--- src/tec_pkg.sv ---
// package: register map, field positions, reset values and types of the event timer
`default_nettype none
package tec_pkg;
  // register byte offsets
  localparam logic [5:0] OFF_ENABLE  = 6'h00;
  localparam logic [5:0] OFF_RUN     = 6'h04;
  localparam logic [5:0] OFF_START   = 6'h08;
  localparam logic [5:0] OFF_MODE    = 6'h0c;
  localparam logic [5:0] OFF_FFCTL   = 6'h10;
  localparam logic [5:0] OFF_STATUS  = 6'h14;
  localparam logic [5:0] OFF_MASK    = 6'h18;
  localparam logic [5:0] OFF_LIVE    = 6'h1c;
  localparam logic [5:0] OFF_CMP0    = 6'h20;
  localparam logic [5:0] OFF_CMP1    = 6'h24;
  localparam logic [5:0] OFF_CAP0    = 6'h28;
  localparam logic [5:0] OFF_CAP1    = 6'h2c;
  // field positions
  localparam int BIT_UNIT_EN   = 7;
  localparam int BIT_HALT_STOP = 6;
  localparam int BIT_PRE_RUN   = 2;
  localparam int BIT_CNT_RUN   = 0;
  localparam int BIT_DBUF      = 7;
  localparam int BIT_SYNC      = 5;
  localparam int BIT_IDLE_OP   = 3;
  localparam int BIT_TRG_EDGE  = 1;
  localparam int BIT_START_SRC = 0;
  localparam int BIT_CPM_LO    = 8;
  localparam int BIT_SOFT_CAP  = 6;
  localparam int BIT_CLR_EN    = 3;
  localparam int BIT_TOG_CAP1  = 5;
  localparam int BIT_TOG_CAP0  = 4;
  localparam int BIT_TOG_MAT1  = 3;
  localparam int BIT_TOG_MAT0  = 2;
  localparam int BIT_ST_OVF    = 2;
  localparam int BIT_ST_MAT1   = 1;
  localparam int BIT_ST_MAT0   = 0;
  // reset values, fixed read fields and prescaler width
  localparam logic [15:0] CNT_RESET    = 16'h0000;
  localparam logic [1:0]  FFCTL_HI_RD  = 2'h3;
  localparam logic [1:0]  FFCMD_RD     = 2'h3;
  localparam int          PRE_WIDTH    = 8;
  // capture modes
  localparam logic [2:0] CPM_OFF     = 3'h0;
  localparam logic [2:0] CPM_IN01    = 3'h1;
  localparam logic [2:0] CPM_IN0RF   = 3'h2;
  localparam logic [2:0] CPM_FF      = 3'h3;
  localparam logic [2:0] CPM_CLR1    = 3'h4;
  localparam logic [2:0] CPM_CAP_CLR = 3'h5;
  // flip-flop commands
  localparam logic [1:0] FF_INVERT = 2'h0;
  localparam logic [1:0] FF_SET    = 2'h1;
  localparam logic [1:0] FF_CLEAR  = 2'h2;
  // external pins sampled together
  typedef struct packed {
    logic count_in;   // external_count_input
    logic cap_in0;    // capture_input_0
    logic cap_in1;    // capture_input_1
    logic dbg_halt;   // debugger halt state
    logic idle;       // low-power idle state
    logic sync_run;   // master channel running, for synchronous start
  } tec_pins_s;
  // whole state of the timer
  typedef struct packed {
    logic        unit_en;     // unit_clock_enable
    logic        halt_stop;   // debug_halt_stop
    logic        pre_run;     // prescaler_run
    logic        cnt_run;     // counter_run
    logic        dbuf;        // compare_double_buffer
    logic        sync_sel;    // sync_start_select
    logic        idle_op;     // idle_operation
    logic        trg_edge;    // trigger_edge_select
    logic        start_src;   // start_source_select
    logic [2:0]  cpm;         // capture_mode
    logic        clr_en;      // match_clear_enable
    logic [2:0]  clk_sel;     // source_clock_select
    logic [3:0]  tog_en;      // toggle enables cap1,cap0,mat1,mat0
    logic [2:0]  st;          // event status flags
    logic [2:0]  im;          // event mask
    logic [15:0] cnt;         // up-counter
    logic [15:0] cmp0;        // active compare 0
    logic [15:0] cmp1;        // active compare 1
    logic [15:0] cmp0_buf;    // written compare 0
    logic [15:0] cmp1_buf;    // written compare 1
    logic [15:0] cap0;        // capture register 0
    logic [15:0] cap1;        // capture register 1
    logic [7:0]  pre;         // prescaler
    logic        started;     // trigger seen, counting allowed
    logic        ff;          // timer_flipflop_out
    logic        ff_prev;     // previous flip-flop for edge capture
    tec_pins_s   pins_prev;   // previous pins for edge detection
    logic        irq;         // timer_interrupt
    logic        wait_req;    // waitrequest
    logic [31:0] rdata;       // readdata
    logic        busy;        // answer being given
  } tec_state_s;
endpackage : tec_pkg
`default_nettype wire

--- src/tec_timer.sv ---
// event timer: 16-bit up-counter with prescaler, compares, captures and flip-flop
// Operation
// - one counter, two compares, captures, flip-flop
// - unit disabled freezes and blocks other registers
// - settings kept while unit disabled
// - debug-halt bit stops timer while halted
// - prescaler run bit; zero stops, clears
// - counter run bit; zero stops, clears
// - double-buffer bit buffers compare registers
// - sync bit follows master channel run
// - idle bit keeps timer running in idle
// - start source and trigger edge select
// - capture modes off, in0/in1, in0 both
// - mode 011 captures on flip-flop edges
// - modes 100/101 clear on input 1 rise
// - capture before clear on same cycle
// - writing zero soft-captures; reads as one
// - match-clear bit clears on compare 1
// - source clock pin or prescaler taps
// - toggle flip-flop on enabled captures
// - toggle flip-flop on enabled matches
// - flip-flop command field; reads as 11
// - trigger start waits for selected edge
// - overflow sets flag and interrupt
// - status read clears; flags ignore mask
//
// Chosen here: register access over Avalon-MM.
`default_nettype none
module tec_timer #(
  parameter int CNT_W = 16  // counter width
) (
  input  wire logic             ref_clk,
  input  wire logic             rst_n,
  input  wire logic [5:0]       avs_address,
  input  wire logic             avs_read,
  input  wire logic             avs_write,
  input  wire logic [31:0]      avs_writedata,
  input  wire logic [3:0]       avs_byteenable,
  output logic      [31:0]      avs_readdata,
  output logic                  avs_waitrequest,
  input  wire tec_pkg::tec_pins_s pins,
  output logic                  timer_flipflop_out,
  output logic                  timer_interrupt
);

  // registered state: counter, compares, captures and flip-flop all live here
  tec_pkg::tec_state_s s_q;
  tec_pkg::tec_state_s s_d;  // next state

  // prescaler tap enable: true when the low tap bits of the prescaler are all ones
  function automatic logic tap_hit(input logic [7:0] pre, input logic [2:0] sel);
    logic hit;
    hit = 1'b0;
    unique case (sel)
      3'h1: hit = 1'b1;
      3'h2: hit = &pre[1:0];
      3'h3: hit = &pre[3:0];
      3'h4: hit = &pre[4:0];
      3'h5: hit = &pre[5:0];
      3'h6: hit = &pre[6:0];
      3'h7: hit = &pre[7:0];
      default: hit = 1'b0;
    endcase
    return hit;
  endfunction : tap_hit

  // answer-phase access strobes; the slave answers one cycle after a request
  logic        acc;       // request sampled this cycle, answer due
  logic        wr_go;     // write takes effect now
  logic [2:0]  st_set;    // status flags raised by events this cycle
  logic        gated;     // unit disabled: other registers inert
  logic        run_ok;    // not frozen by halt or idle
  logic        tick;      // one count clock enable
  logic        ext_rise;  // count pin rising edge
  logic        trg_edge;  // selected start trigger edge
  logic        in0_r;     // input 0 rising
  logic        in0_f;     // input 0 falling
  logic        in1_r;     // input 1 rising
  logic        ff_r;      // flip-flop rising
  logic        ff_f;      // flip-flop falling
  logic        cap0_ev;   // capture into register 0
  logic        cap1_ev;   // capture into register 1
  logic        mat0;      // match compare 0
  logic        mat1;      // match compare 1
  logic        in1_clr;   // input 1 clears counter
  logic        go;        // counter enabled to count
  logic [31:0] rd_val;    // read mux value

  // combinational next state of the whole timer
  always_comb begin
    s_d      = s_q;
    acc      = (avs_read || avs_write) && !s_q.busy;
    wr_go    = avs_write && s_q.busy;
    st_set   = 3'h0;
    gated    = !s_q.unit_en;
    run_ok   = !(pins.dbg_halt && s_q.halt_stop) && !(pins.idle && !s_q.idle_op);
    // edge detectors on sampled pins
    ext_rise = pins.count_in && !s_q.pins_prev.count_in;
    trg_edge = s_q.trg_edge ? (!pins.count_in && s_q.pins_prev.count_in) : ext_rise;
    in0_r    = pins.cap_in0 && !s_q.pins_prev.cap_in0;
    in0_f    = !pins.cap_in0 && s_q.pins_prev.cap_in0;
    in1_r    = pins.cap_in1 && !s_q.pins_prev.cap_in1;
    ff_r     = s_q.ff && !s_q.ff_prev;
    ff_f     = !s_q.ff && s_q.ff_prev;
    cap0_ev  = 1'b0;
    cap1_ev  = 1'b0;
    in1_clr  = 1'b0;
    // capture source by mode; reserved codes do nothing
    unique case (s_q.cpm)
      tec_pkg::CPM_IN01: begin
        cap0_ev = in0_r;
        cap1_ev = in1_r;
      end
      tec_pkg::CPM_IN0RF: begin
        cap0_ev = in0_r;
        cap1_ev = in0_f;
      end
      tec_pkg::CPM_FF: begin
        cap0_ev = ff_r;
        cap1_ev = ff_f;
      end
      tec_pkg::CPM_CLR1: in1_clr = in1_r;
      tec_pkg::CPM_CAP_CLR: begin
        cap0_ev = in0_r;
        in1_clr = in1_r;
      end
      default: ;
    endcase
    // soft capture: writing zero to the capture bit of the mode register
    if (wr_go && !gated && avs_address == tec_pkg::OFF_MODE && avs_byteenable[0]
        && !avs_writedata[tec_pkg::BIT_SOFT_CAP]) begin
      cap0_ev = 1'b1;
    end
    // a disabled unit freezes every event source
    if (gated) begin
      cap0_ev = 1'b0;
      cap1_ev = 1'b0;
      in1_clr = 1'b0;
    end
    // synchronous mode follows the master; otherwise own run bit and trigger
    go       = s_q.sync_sel ? pins.sync_run : (s_q.cnt_run && s_q.started);
    tick     = (s_q.clk_sel == 3'h0) ? ext_rise
               : (s_q.pre_run && tap_hit(s_q.pre, s_q.clk_sel));
    mat0     = go && (s_q.cnt == s_q.cmp0);
    mat1     = go && (s_q.cnt == s_q.cmp1);

    if (!gated && run_ok) begin
      // prescaler free-runs while enabled, clears when stopped
      s_d.pre = s_q.pre_run ? s_q.pre + 8'h01 : 8'h00;
      // trigger wait: counting starts on the chosen edge
      if (!s_q.cnt_run) begin
        s_d.started = 1'b0;
      end else if (!s_q.start_src || trg_edge) begin
        s_d.started = 1'b1;
      end
      // captures store the pre-clear count
      if (cap0_ev) begin
        s_d.cap0 = s_q.cnt;
      end
      if (cap1_ev) begin
        s_d.cap1 = s_q.cnt;
      end
      // counter: stop-clear, match or pin clear, else count on tick
      if (!go && !s_q.sync_sel) begin
        s_d.cnt = tec_pkg::CNT_RESET;
      end else if (in1_clr || (mat1 && s_q.clr_en && tick)) begin
        s_d.cnt = tec_pkg::CNT_RESET;
      end else if (go && tick) begin
        s_d.cnt = s_q.cnt + 16'h0001;
        if (s_q.cnt == 16'hffff) begin
          st_set[tec_pkg::BIT_ST_OVF] = 1'b1;
        end
      end
      // match flags latch regardless of mask
      if (mat0 && tick) begin
        st_set[tec_pkg::BIT_ST_MAT0] = 1'b1;
      end
      if (mat1 && tick) begin
        st_set[tec_pkg::BIT_ST_MAT1] = 1'b1;
      end
      // double buffer reloads active compares when the cycle restarts
      if (s_q.dbuf && (s_d.cnt == tec_pkg::CNT_RESET) && s_q.cnt != tec_pkg::CNT_RESET) begin
        s_d.cmp0 = s_q.cmp0_buf;
        s_d.cmp1 = s_q.cmp1_buf;
      end
      // flip-flop toggles on enabled events
      if ((cap1_ev && s_q.tog_en[3]) ^ (cap0_ev && s_q.tog_en[2])
          ^ (mat1 && tick && s_q.tog_en[1]) ^ (mat0 && tick && s_q.tog_en[0])) begin
        s_d.ff = !s_q.ff;
      end
    end
    s_d.ff_prev   = s_q.ff;
    s_d.pins_prev = pins;

    // bus: one wait cycle, then answer; waitrequest is high except on the answer cycle
    s_d.busy     = acc;
    s_d.wait_req = !acc;
    s_d.rdata    = 32'h0000_0000;
    rd_val       = 32'h0000_0000;
    if (acc && avs_read) begin
      unique case (avs_address)
        tec_pkg::OFF_ENABLE: begin
          rd_val[tec_pkg::BIT_UNIT_EN]   = s_q.unit_en;
          rd_val[tec_pkg::BIT_HALT_STOP] = s_q.halt_stop;
        end
        tec_pkg::OFF_RUN: begin
          rd_val[tec_pkg::BIT_PRE_RUN] = s_q.pre_run;
          rd_val[tec_pkg::BIT_CNT_RUN] = s_q.cnt_run;
        end
        tec_pkg::OFF_START: begin
          rd_val[tec_pkg::BIT_DBUF]      = s_q.dbuf;
          rd_val[tec_pkg::BIT_SYNC]      = s_q.sync_sel;
          rd_val[tec_pkg::BIT_IDLE_OP]   = s_q.idle_op;
          rd_val[tec_pkg::BIT_TRG_EDGE]  = s_q.trg_edge;
          rd_val[tec_pkg::BIT_START_SRC] = s_q.start_src;
        end
        tec_pkg::OFF_MODE: begin
          rd_val[tec_pkg::BIT_CPM_LO+:3] = s_q.cpm;
          rd_val[tec_pkg::BIT_SOFT_CAP]  = 1'b1;
          rd_val[tec_pkg::BIT_CLR_EN]    = s_q.clr_en;
          rd_val[2:0]                    = s_q.clk_sel;
        end
        tec_pkg::OFF_FFCTL: rd_val[7:0] = {tec_pkg::FFCTL_HI_RD, s_q.tog_en,
                                           tec_pkg::FFCMD_RD};
        tec_pkg::OFF_STATUS: rd_val[2:0] = s_q.st;
        tec_pkg::OFF_MASK:   rd_val[2:0] = s_q.im;
        tec_pkg::OFF_LIVE:   rd_val[15:0] = s_q.cnt;
        tec_pkg::OFF_CMP0:   rd_val[15:0] = s_q.cmp0_buf;
        tec_pkg::OFF_CMP1:   rd_val[15:0] = s_q.cmp1_buf;
        tec_pkg::OFF_CAP0:   rd_val[15:0] = s_q.cap0;
        tec_pkg::OFF_CAP1:   rd_val[15:0] = s_q.cap1;
        default:             rd_val = 32'h0000_0000;
      endcase
      // a disabled unit answers zero for all but the enable register
      s_d.rdata = (gated && avs_address != tec_pkg::OFF_ENABLE) ? 32'h0000_0000 : rd_val;
    end
    // reading status clears it on the edge that samples it, so no event slips
    // between sample and clear; an event in the same cycle wins
    s_d.st = s_q.st | st_set;
    if (acc && avs_read && !gated && avs_address == tec_pkg::OFF_STATUS) begin
      s_d.st = st_set;
    end

    // register writes; settings persist while disabled
    if (wr_go && avs_byteenable[0]) begin
      if (avs_address == tec_pkg::OFF_ENABLE) begin
        s_d.unit_en   = avs_writedata[tec_pkg::BIT_UNIT_EN];
        s_d.halt_stop = avs_writedata[tec_pkg::BIT_HALT_STOP];
      end else if (!gated) begin
        unique case (avs_address)
          tec_pkg::OFF_RUN: begin
            s_d.pre_run = avs_writedata[tec_pkg::BIT_PRE_RUN];
            s_d.cnt_run = avs_writedata[tec_pkg::BIT_CNT_RUN];
          end
          tec_pkg::OFF_START: begin
            s_d.dbuf      = avs_writedata[tec_pkg::BIT_DBUF];
            s_d.sync_sel  = avs_writedata[tec_pkg::BIT_SYNC];
            s_d.idle_op   = avs_writedata[tec_pkg::BIT_IDLE_OP];
            s_d.trg_edge  = avs_writedata[tec_pkg::BIT_TRG_EDGE];
            s_d.start_src = avs_writedata[tec_pkg::BIT_START_SRC];
          end
          tec_pkg::OFF_MODE: begin
            s_d.clr_en  = avs_writedata[tec_pkg::BIT_CLR_EN];
            s_d.clk_sel = avs_writedata[2:0];
          end
          tec_pkg::OFF_FFCTL: begin
            s_d.tog_en = avs_writedata[5:2];
            unique case (avs_writedata[1:0])
              tec_pkg::FF_INVERT: s_d.ff = !s_q.ff;
              tec_pkg::FF_SET:    s_d.ff = 1'b1;
              tec_pkg::FF_CLEAR:  s_d.ff = 1'b0;
              default: ;
            endcase
          end
          tec_pkg::OFF_MASK: s_d.im = avs_writedata[2:0];
          tec_pkg::OFF_CMP0: begin
            s_d.cmp0_buf[7:0] = avs_writedata[7:0];
            if (!s_q.dbuf) s_d.cmp0[7:0] = avs_writedata[7:0];
          end
          tec_pkg::OFF_CMP1: begin
            s_d.cmp1_buf[7:0] = avs_writedata[7:0];
            if (!s_q.dbuf) s_d.cmp1[7:0] = avs_writedata[7:0];
          end
          default: ;
        endcase
      end
    end
    if (wr_go && avs_byteenable[1] && !gated) begin
      if (avs_address == tec_pkg::OFF_MODE) begin
        s_d.cpm = avs_writedata[tec_pkg::BIT_CPM_LO+:3];
      end else if (avs_address == tec_pkg::OFF_CMP0) begin
        s_d.cmp0_buf[15:8] = avs_writedata[15:8];
        if (!s_q.dbuf) s_d.cmp0[15:8] = avs_writedata[15:8];
      end else if (avs_address == tec_pkg::OFF_CMP1) begin
        s_d.cmp1_buf[15:8] = avs_writedata[15:8];
        if (!s_q.dbuf) s_d.cmp1[15:8] = avs_writedata[15:8];
      end
    end
    // interrupt from unmasked flags of the next state
    s_d.irq = |(s_d.st & s_d.im);
  end

  // state register; synchronous reset to documented values
  always_ff @(posedge ref_clk) begin
    if (!rst_n) begin
      s_q          <= '0;
      s_q.wait_req <= 1'b1;
    end else begin
      s_q <= s_d;
    end
  end

  assign avs_readdata       = s_q.rdata;
  assign avs_waitrequest    = s_q.wait_req;
  assign timer_flipflop_out = s_q.ff;
  assign timer_interrupt    = s_q.irq;

  // counter stopped by run bit reads zero next cycle
  a_run_clear_cnt: assert property (@(posedge ref_clk) disable iff (!rst_n)
    (s_q.unit_en && !s_q.cnt_run && !s_q.sync_sel && run_ok) |=> s_q.cnt == 16'h0000)
    else $error("counter not cleared while stopped");
  // prescaler stopped clears
  a_pre_stop_clr: assert property (@(posedge ref_clk) disable iff (!rst_n)
    (s_q.unit_en && !s_q.pre_run && run_ok) |=> s_q.pre == 8'h00)
    else $error("prescaler not cleared");
  // disabled unit holds the counter
  a_gate_hold: assert property (@(posedge ref_clk) disable iff (!rst_n)
    (!s_q.unit_en && !s_d.unit_en) |=> $stable(s_q.cnt) && $stable(s_q.cap0))
    else $error("counter moved while unit disabled");
  // overflow sets status
  a_ovf_flag: assert property (@(posedge ref_clk) disable iff (!rst_n)
    (s_q.unit_en && run_ok && go && tick && s_q.cnt == 16'hffff && !in1_clr
     && !(mat1 && s_q.clr_en)) |=> s_q.st[2])
    else $error("overflow flag missing");
  // capture takes the count of that cycle
  a_cap0_value: assert property (@(posedge ref_clk) disable iff (!rst_n)
    (!gated && run_ok && cap0_ev) |=> s_q.cap0 == $past(s_q.cnt))
    else $error("capture 0 value wrong");
  // trigger mode waits for edge
  a_trig_wait: assert property (@(posedge ref_clk) disable iff (!rst_n)
    (s_q.unit_en && run_ok && s_q.start_src && !s_q.started && !trg_edge)
    |=> !s_q.started)
    else $error("started without trigger");
  // match clear returns count to zero
  a_match_clr: assert property (@(posedge ref_clk) disable iff (!rst_n)
    (!gated && run_ok && mat1 && s_q.clr_en && tick) |=> s_q.cnt == 16'h0000)
    else $error("match clear missed");
  // flip-flop set command
  a_ff_set: assert property (@(posedge ref_clk) disable iff (!rst_n)
    (wr_go && !gated && avs_byteenable[0] && avs_address == tec_pkg::OFF_FFCTL
     && avs_writedata[1:0] == tec_pkg::FF_SET) |=> timer_flipflop_out)
    else $error("flip-flop not set");
  // answer comes on the second cycle of a request
  a_bus_answer: assert property (@(posedge ref_clk) disable iff (!rst_n)
    (acc) |=> !avs_waitrequest ##1 avs_waitrequest)
    else $error("bus answer timing wrong");

endmodule : tec_timer
`default_nettype wire

--- config.mk ---
export PLATFORM = sky130hd
export DESIGN_NAME = tec_timer
export DESIGN_NICKNAME = d
export VERILOG_FILES = /design/src/tec_pkg.sv /design/src/tec_timer.sv
export SDC_FILE = /design/constraint.sdc
export NUM_CORES = 1
export LEC_CHECK = 0
export BUFFER_PORTS_ARGS = -buffer_cell sky130_fd_sc_hd__buf_2
export CELL_PAD_IN_SITES_DETAIL_PLACEMENT = 1
export CELL_PAD_IN_SITES_GLOBAL_PLACEMENT = 2
export CORE_MARGIN = 4
export CORE_UTILIZATION = 40
export CTS_BUF_LIST = sky130_fd_sc_hd__clkbuf_16
export DETAILED_ROUTE_END_ITERATION = 16
export PLACE_DENSITY_LB_ADDON = 0.1
export SYNTH_ARGS = -nofsm -noshare
export SYNTH_HDL_FRONTEND = slang
export SYNTH_SLANG_ARGS = --single-unit
--- constraint.sdc ---
create_clock -name ref_clk -period 5.5 [get_ports ref_clk]
set_input_delay 1.1 -clock ref_clk [delete_from_list [all_inputs] [get_ports ref_clk]]
set_output_delay 1.1 -clock ref_clk [all_outputs]
set_load 0.01 [all_outputs]
==> metrics.yaml <==
synth:
  synth_top_cell_area_share_pct: 37.7
  synthXorXnorAreaFrac_pct: 4.54
  post-synth-top-count-cell: "sky130_fd_sc_hd__dfxtp_1"
  synthesis.area_per_instance_um2: 9.02
  postSynth.asyncResetShare_pct: 0
  synth_warnings: 0
  synthFlopType: "sky130_fd_sc_hd__dfxtp_1"
  yosys.area.top_type: "sky130_fd_sc_hd__dfxtp_1"
  yosys.area_share.adder_pct: 0.690
  mappedNetlistArea_um2: 9070
  synth_seq_cells: 171
  synth_sequential_area_ratio_pct: 37.7
  ranking_of_synthesized_cells_by_area: "sky130_fd_sc_hd__dfxtp_1 (38%), sky130_fd_sc_hd__mux2i_1 (12%), sky130_fd_sc_hd__nor2b_1 (6.6%)"
  synth_common_cells: "sky130_fd_sc_hd__dfxtp_1 (171), sky130_fd_sc_hd__mux2i_1 (105), sky130_fd_sc_hd__nor2b_1 (96), sky130_fd_sc_hd__nand2_1 (68), sky130_fd_sc_hd__clkbuf_1 (45)"
  synth_edf_count: 0
  synthMuxAreaShare_pct: 13.0
  netlist-cell-type-count: 76
  synth_compound_gate_area_share_pct: 18.0
  synth_top_family_by_area: "simple AND/OR/NAND/NOR gates"
  syn_inst: 1005
  yosys.area_share.simple_pct: 19.4
finish:
  num-nets-final: 1072
  insertedDiodeCount: 0
  postLayoutCellArea_um2: 10000
  drive_above_1_share_pct: 14.3
  final_cells: 1308
  syn_to_final_growth_pct: 10.6
global_routing:
  first_global_vias: 7487
  antenna_found_initial: 0
  grt.overflow.total: 0
  grt_start_max_net_pins: 97
  grt_usage_pct: 24.1
  grt_first_pass_wirelength_mm: 45.9
die:
  die-area_um2: 25100
  floorplan.core_area_um2: 22100
  die_outline_width_um: 159
  die_h_um: 159
  io_pins: 87
  initial_core_util_pct: 41.1
  core.rowCount: 54
sta:
  finalSetupTns_ps: 0
  report.final.slew_viol_count: 0
  setup_viol_count_final: 0
  worst_slew_pin_slew_ps: 1130
  skew_ps: 18.8
  fmaxAchievable_ghz: 0.239
  number_of_failing_hold_endpoints_at_the_final_stage: 0
  rsz_0062_raised_after_global_routing: "false"
  finalWorstSetupSlack_ps: 1310
  finalWorstPathRequiredPeriod_ps: 4190
  min_period_over_period_pct: 76.1
  relative_max_transition_margin_pct: 24.7
worst_setup_path:
  worst_setup_start_kind: "flip-flop"
  crit_type: "reg -> reg"
  worstPathArrival_ps: 4520
  crit_fanout: 25
  cp_data_required_time_ps: 5830
  end_kind: "flip-flop"
  setup.reg_to_reg.worst_slack_ps: 1310
power:
  p_seq_share_pct: 47.6
  powerDensity_nw_per_um2: 260
  power.switching_fraction_pct: 26.0
  worst_ir_drop_vdd_uv: 127
  p_sw_w: 0.000677
  combinational_power_share_pct: 4.0
  power.leakage_nw: 3.60
  cell_internal_pwr_w: 0.00193
  total_power_w: 0.00261
  power_frac_clock_pct: 48.5
placed_design:
  dpl.hpwl_mm: 21.4
  numPortBuffers: 52
  cells_after_dpl: 1276
  dpl_cell_area_um2: 9420
  placement.setup.worst_slack_ps: 1090
  gpl.final_weighted_congestion: 0.829
clocking:
  cts.clk_slew.worst_paths_ps: 80
  cts_hold_buf: 0
  clockBufferDepth: 2
  worstSkewPairLatency_ps: 440
  post_cts_buffers: 0
  htree_num_levels: 4
  cts_root_buf: "sky130_fd_sc_hd__clkbuf_16"
  clock-sinks: 171
  cts_resized: 0
  cts_tree: "yes"
  numCtsBuffers: 17
detailed_routing:
  routedWlPerCell_um: 23.1
  vias_per_cell: 5.78
  detailedRoute.firstPassIterationCount: 5
  drt-initial-drc-count: 440
  antenna_violating_nets_post_route: 0
  route.vias.total: 7559
  remaining_drc_errors: 0
  totalWireLength_mm: 30.3
outcome:
  status: "completed"
min_path:
  hold_class: "reg -> reg"
flow_run:
  cap_viol_max_count: 0
worst paths after layout:
check	startpoint	end	cells after the start
min reg2reg	s_q[139]	s_q[139]	1
max	s_q[150]	s_q[138]	9
min	s_q[139]	s_q[139]	1
max reg2reg	s_q[150]	s_q[138]	9
placed cells by master (no fill, tap or decap), drive strengths merged, types with 4 or more instances in the layout:
| cell | n |
|---|---|
| mux2i | 105 |
| nand2b | 9 |
| a222oi | 7 |
| inv | 21 |
| nand3b | 4 |
| buf | 79 |
| a32o | 8 |
| nand3 | 15 |
| clkinv | 4 |
| mux2 | 11 |
| nand2 | 68 |
| o211ai | 5 |
| o21ai | 50 |
| xnor2 | 22 |
| nand4 | 17 |
| a21oi | 39 |
| xor2 | 25 |
| nor3b | 4 |
| o31ai | 5 |
| and2 | 16 |
| dfxtp | 171 |
| a31oi | 12 |
| a31o | 8 |
| a22oi | 25 |
| nor3 | 14 |
| nor2 | 38 |
| a2111oi | 4 |
| o2111ai | 6 |
| conb | 16 |
| a21boi | 17 |
| or2 | 6 |
| and3 | 5 |
| a22o | 8 |
| a21o | 9 |
| nor4 | 13 |
| clkbuf | 17 |
| ha | 5 |
| nor2b | 96 |
final cells by class:
class,instances,area [um2]
Multi-Input combinational cell,735,5140
Tap cell,280,350
Sequential cell,171,3420
Timing Repair Buffer,79,465
Fill cell,2527,12100
Inverter,11,41.3
Clock buffer,17,425
Clock inverter,15,190
layer usage:
| metal | wire, um | track usage (%) | vias to the layer above |
|---|---|---|---|
| li1 | - | - | 3597 |
| met1 | 14500 | 33.6 | 3776 |
| met2 | 14100 | 39.2 | 166 |
| met3 | 1260 | 4.10 | 20 |
| met4 | 410 | 5.52 | 0 |
| met5 | 0 | 0 | - |
stage by stage:
stage	hold WS [ps]	util (%)
after global placement	454	42.6
after CTS	481	45.4
after global routing	505	45.4
after floorplan	447	-
after detailed placement	463	42.6
final	478	45.4
power groups by stage:
stage	clock, W	combinational (W)	sequential (W)
6_report	0.00126	0.000104	0.00124
5_1_grt	0.00135	0.000112	0.00124
4_1_cts	0.00129	0.000103	0.00124
3_5_place_dp	0	0.000103	0.00127
3_3_place_gp	0	0.000103	0.00127
2_1_floorplan	0	0.0000689	0.00127
worst max-delay path, cell delays in order, from the launching register on:
cell                       delay [ps]
sky130_fd_sc_hd__dfxtp_1          760
sky130_fd_sc_hd__and2_1           320
sky130_fd_sc_hd__nand4_1          210
sky130_fd_sc_hd__or2_2            360
sky130_fd_sc_hd__a2111o_1         410
sky130_fd_sc_hd__mux2i_1          250
sky130_fd_sc_hd__nand4_1          180
sky130_fd_sc_hd__o21bai_4         900
sky130_fd_sc_hd__nor2b_1          370
sky130_fd_sc_hd__a21o_1           290
state kept, by name, indices dropped and copies added, names as in the netlist:
register	flops
avs_readdata	16
timer_flipflop_out	1
s_q	152
avs_waitrequest	1
timer_interrupt	1
kinds of logic (layout without fill, tap and decap cells):
kind of cell / Yosys count / after routing
simple gates: 319 / 319
other cells: 1 / 16
fa+ha+maj: 5 / 5
xor+xnor: 47 / 47
buf+inv: 114 / 122
compound gates: 232 / 232
mux: 116 / 116
flops: 171 / 171
(Power assumes the default switching activity.)
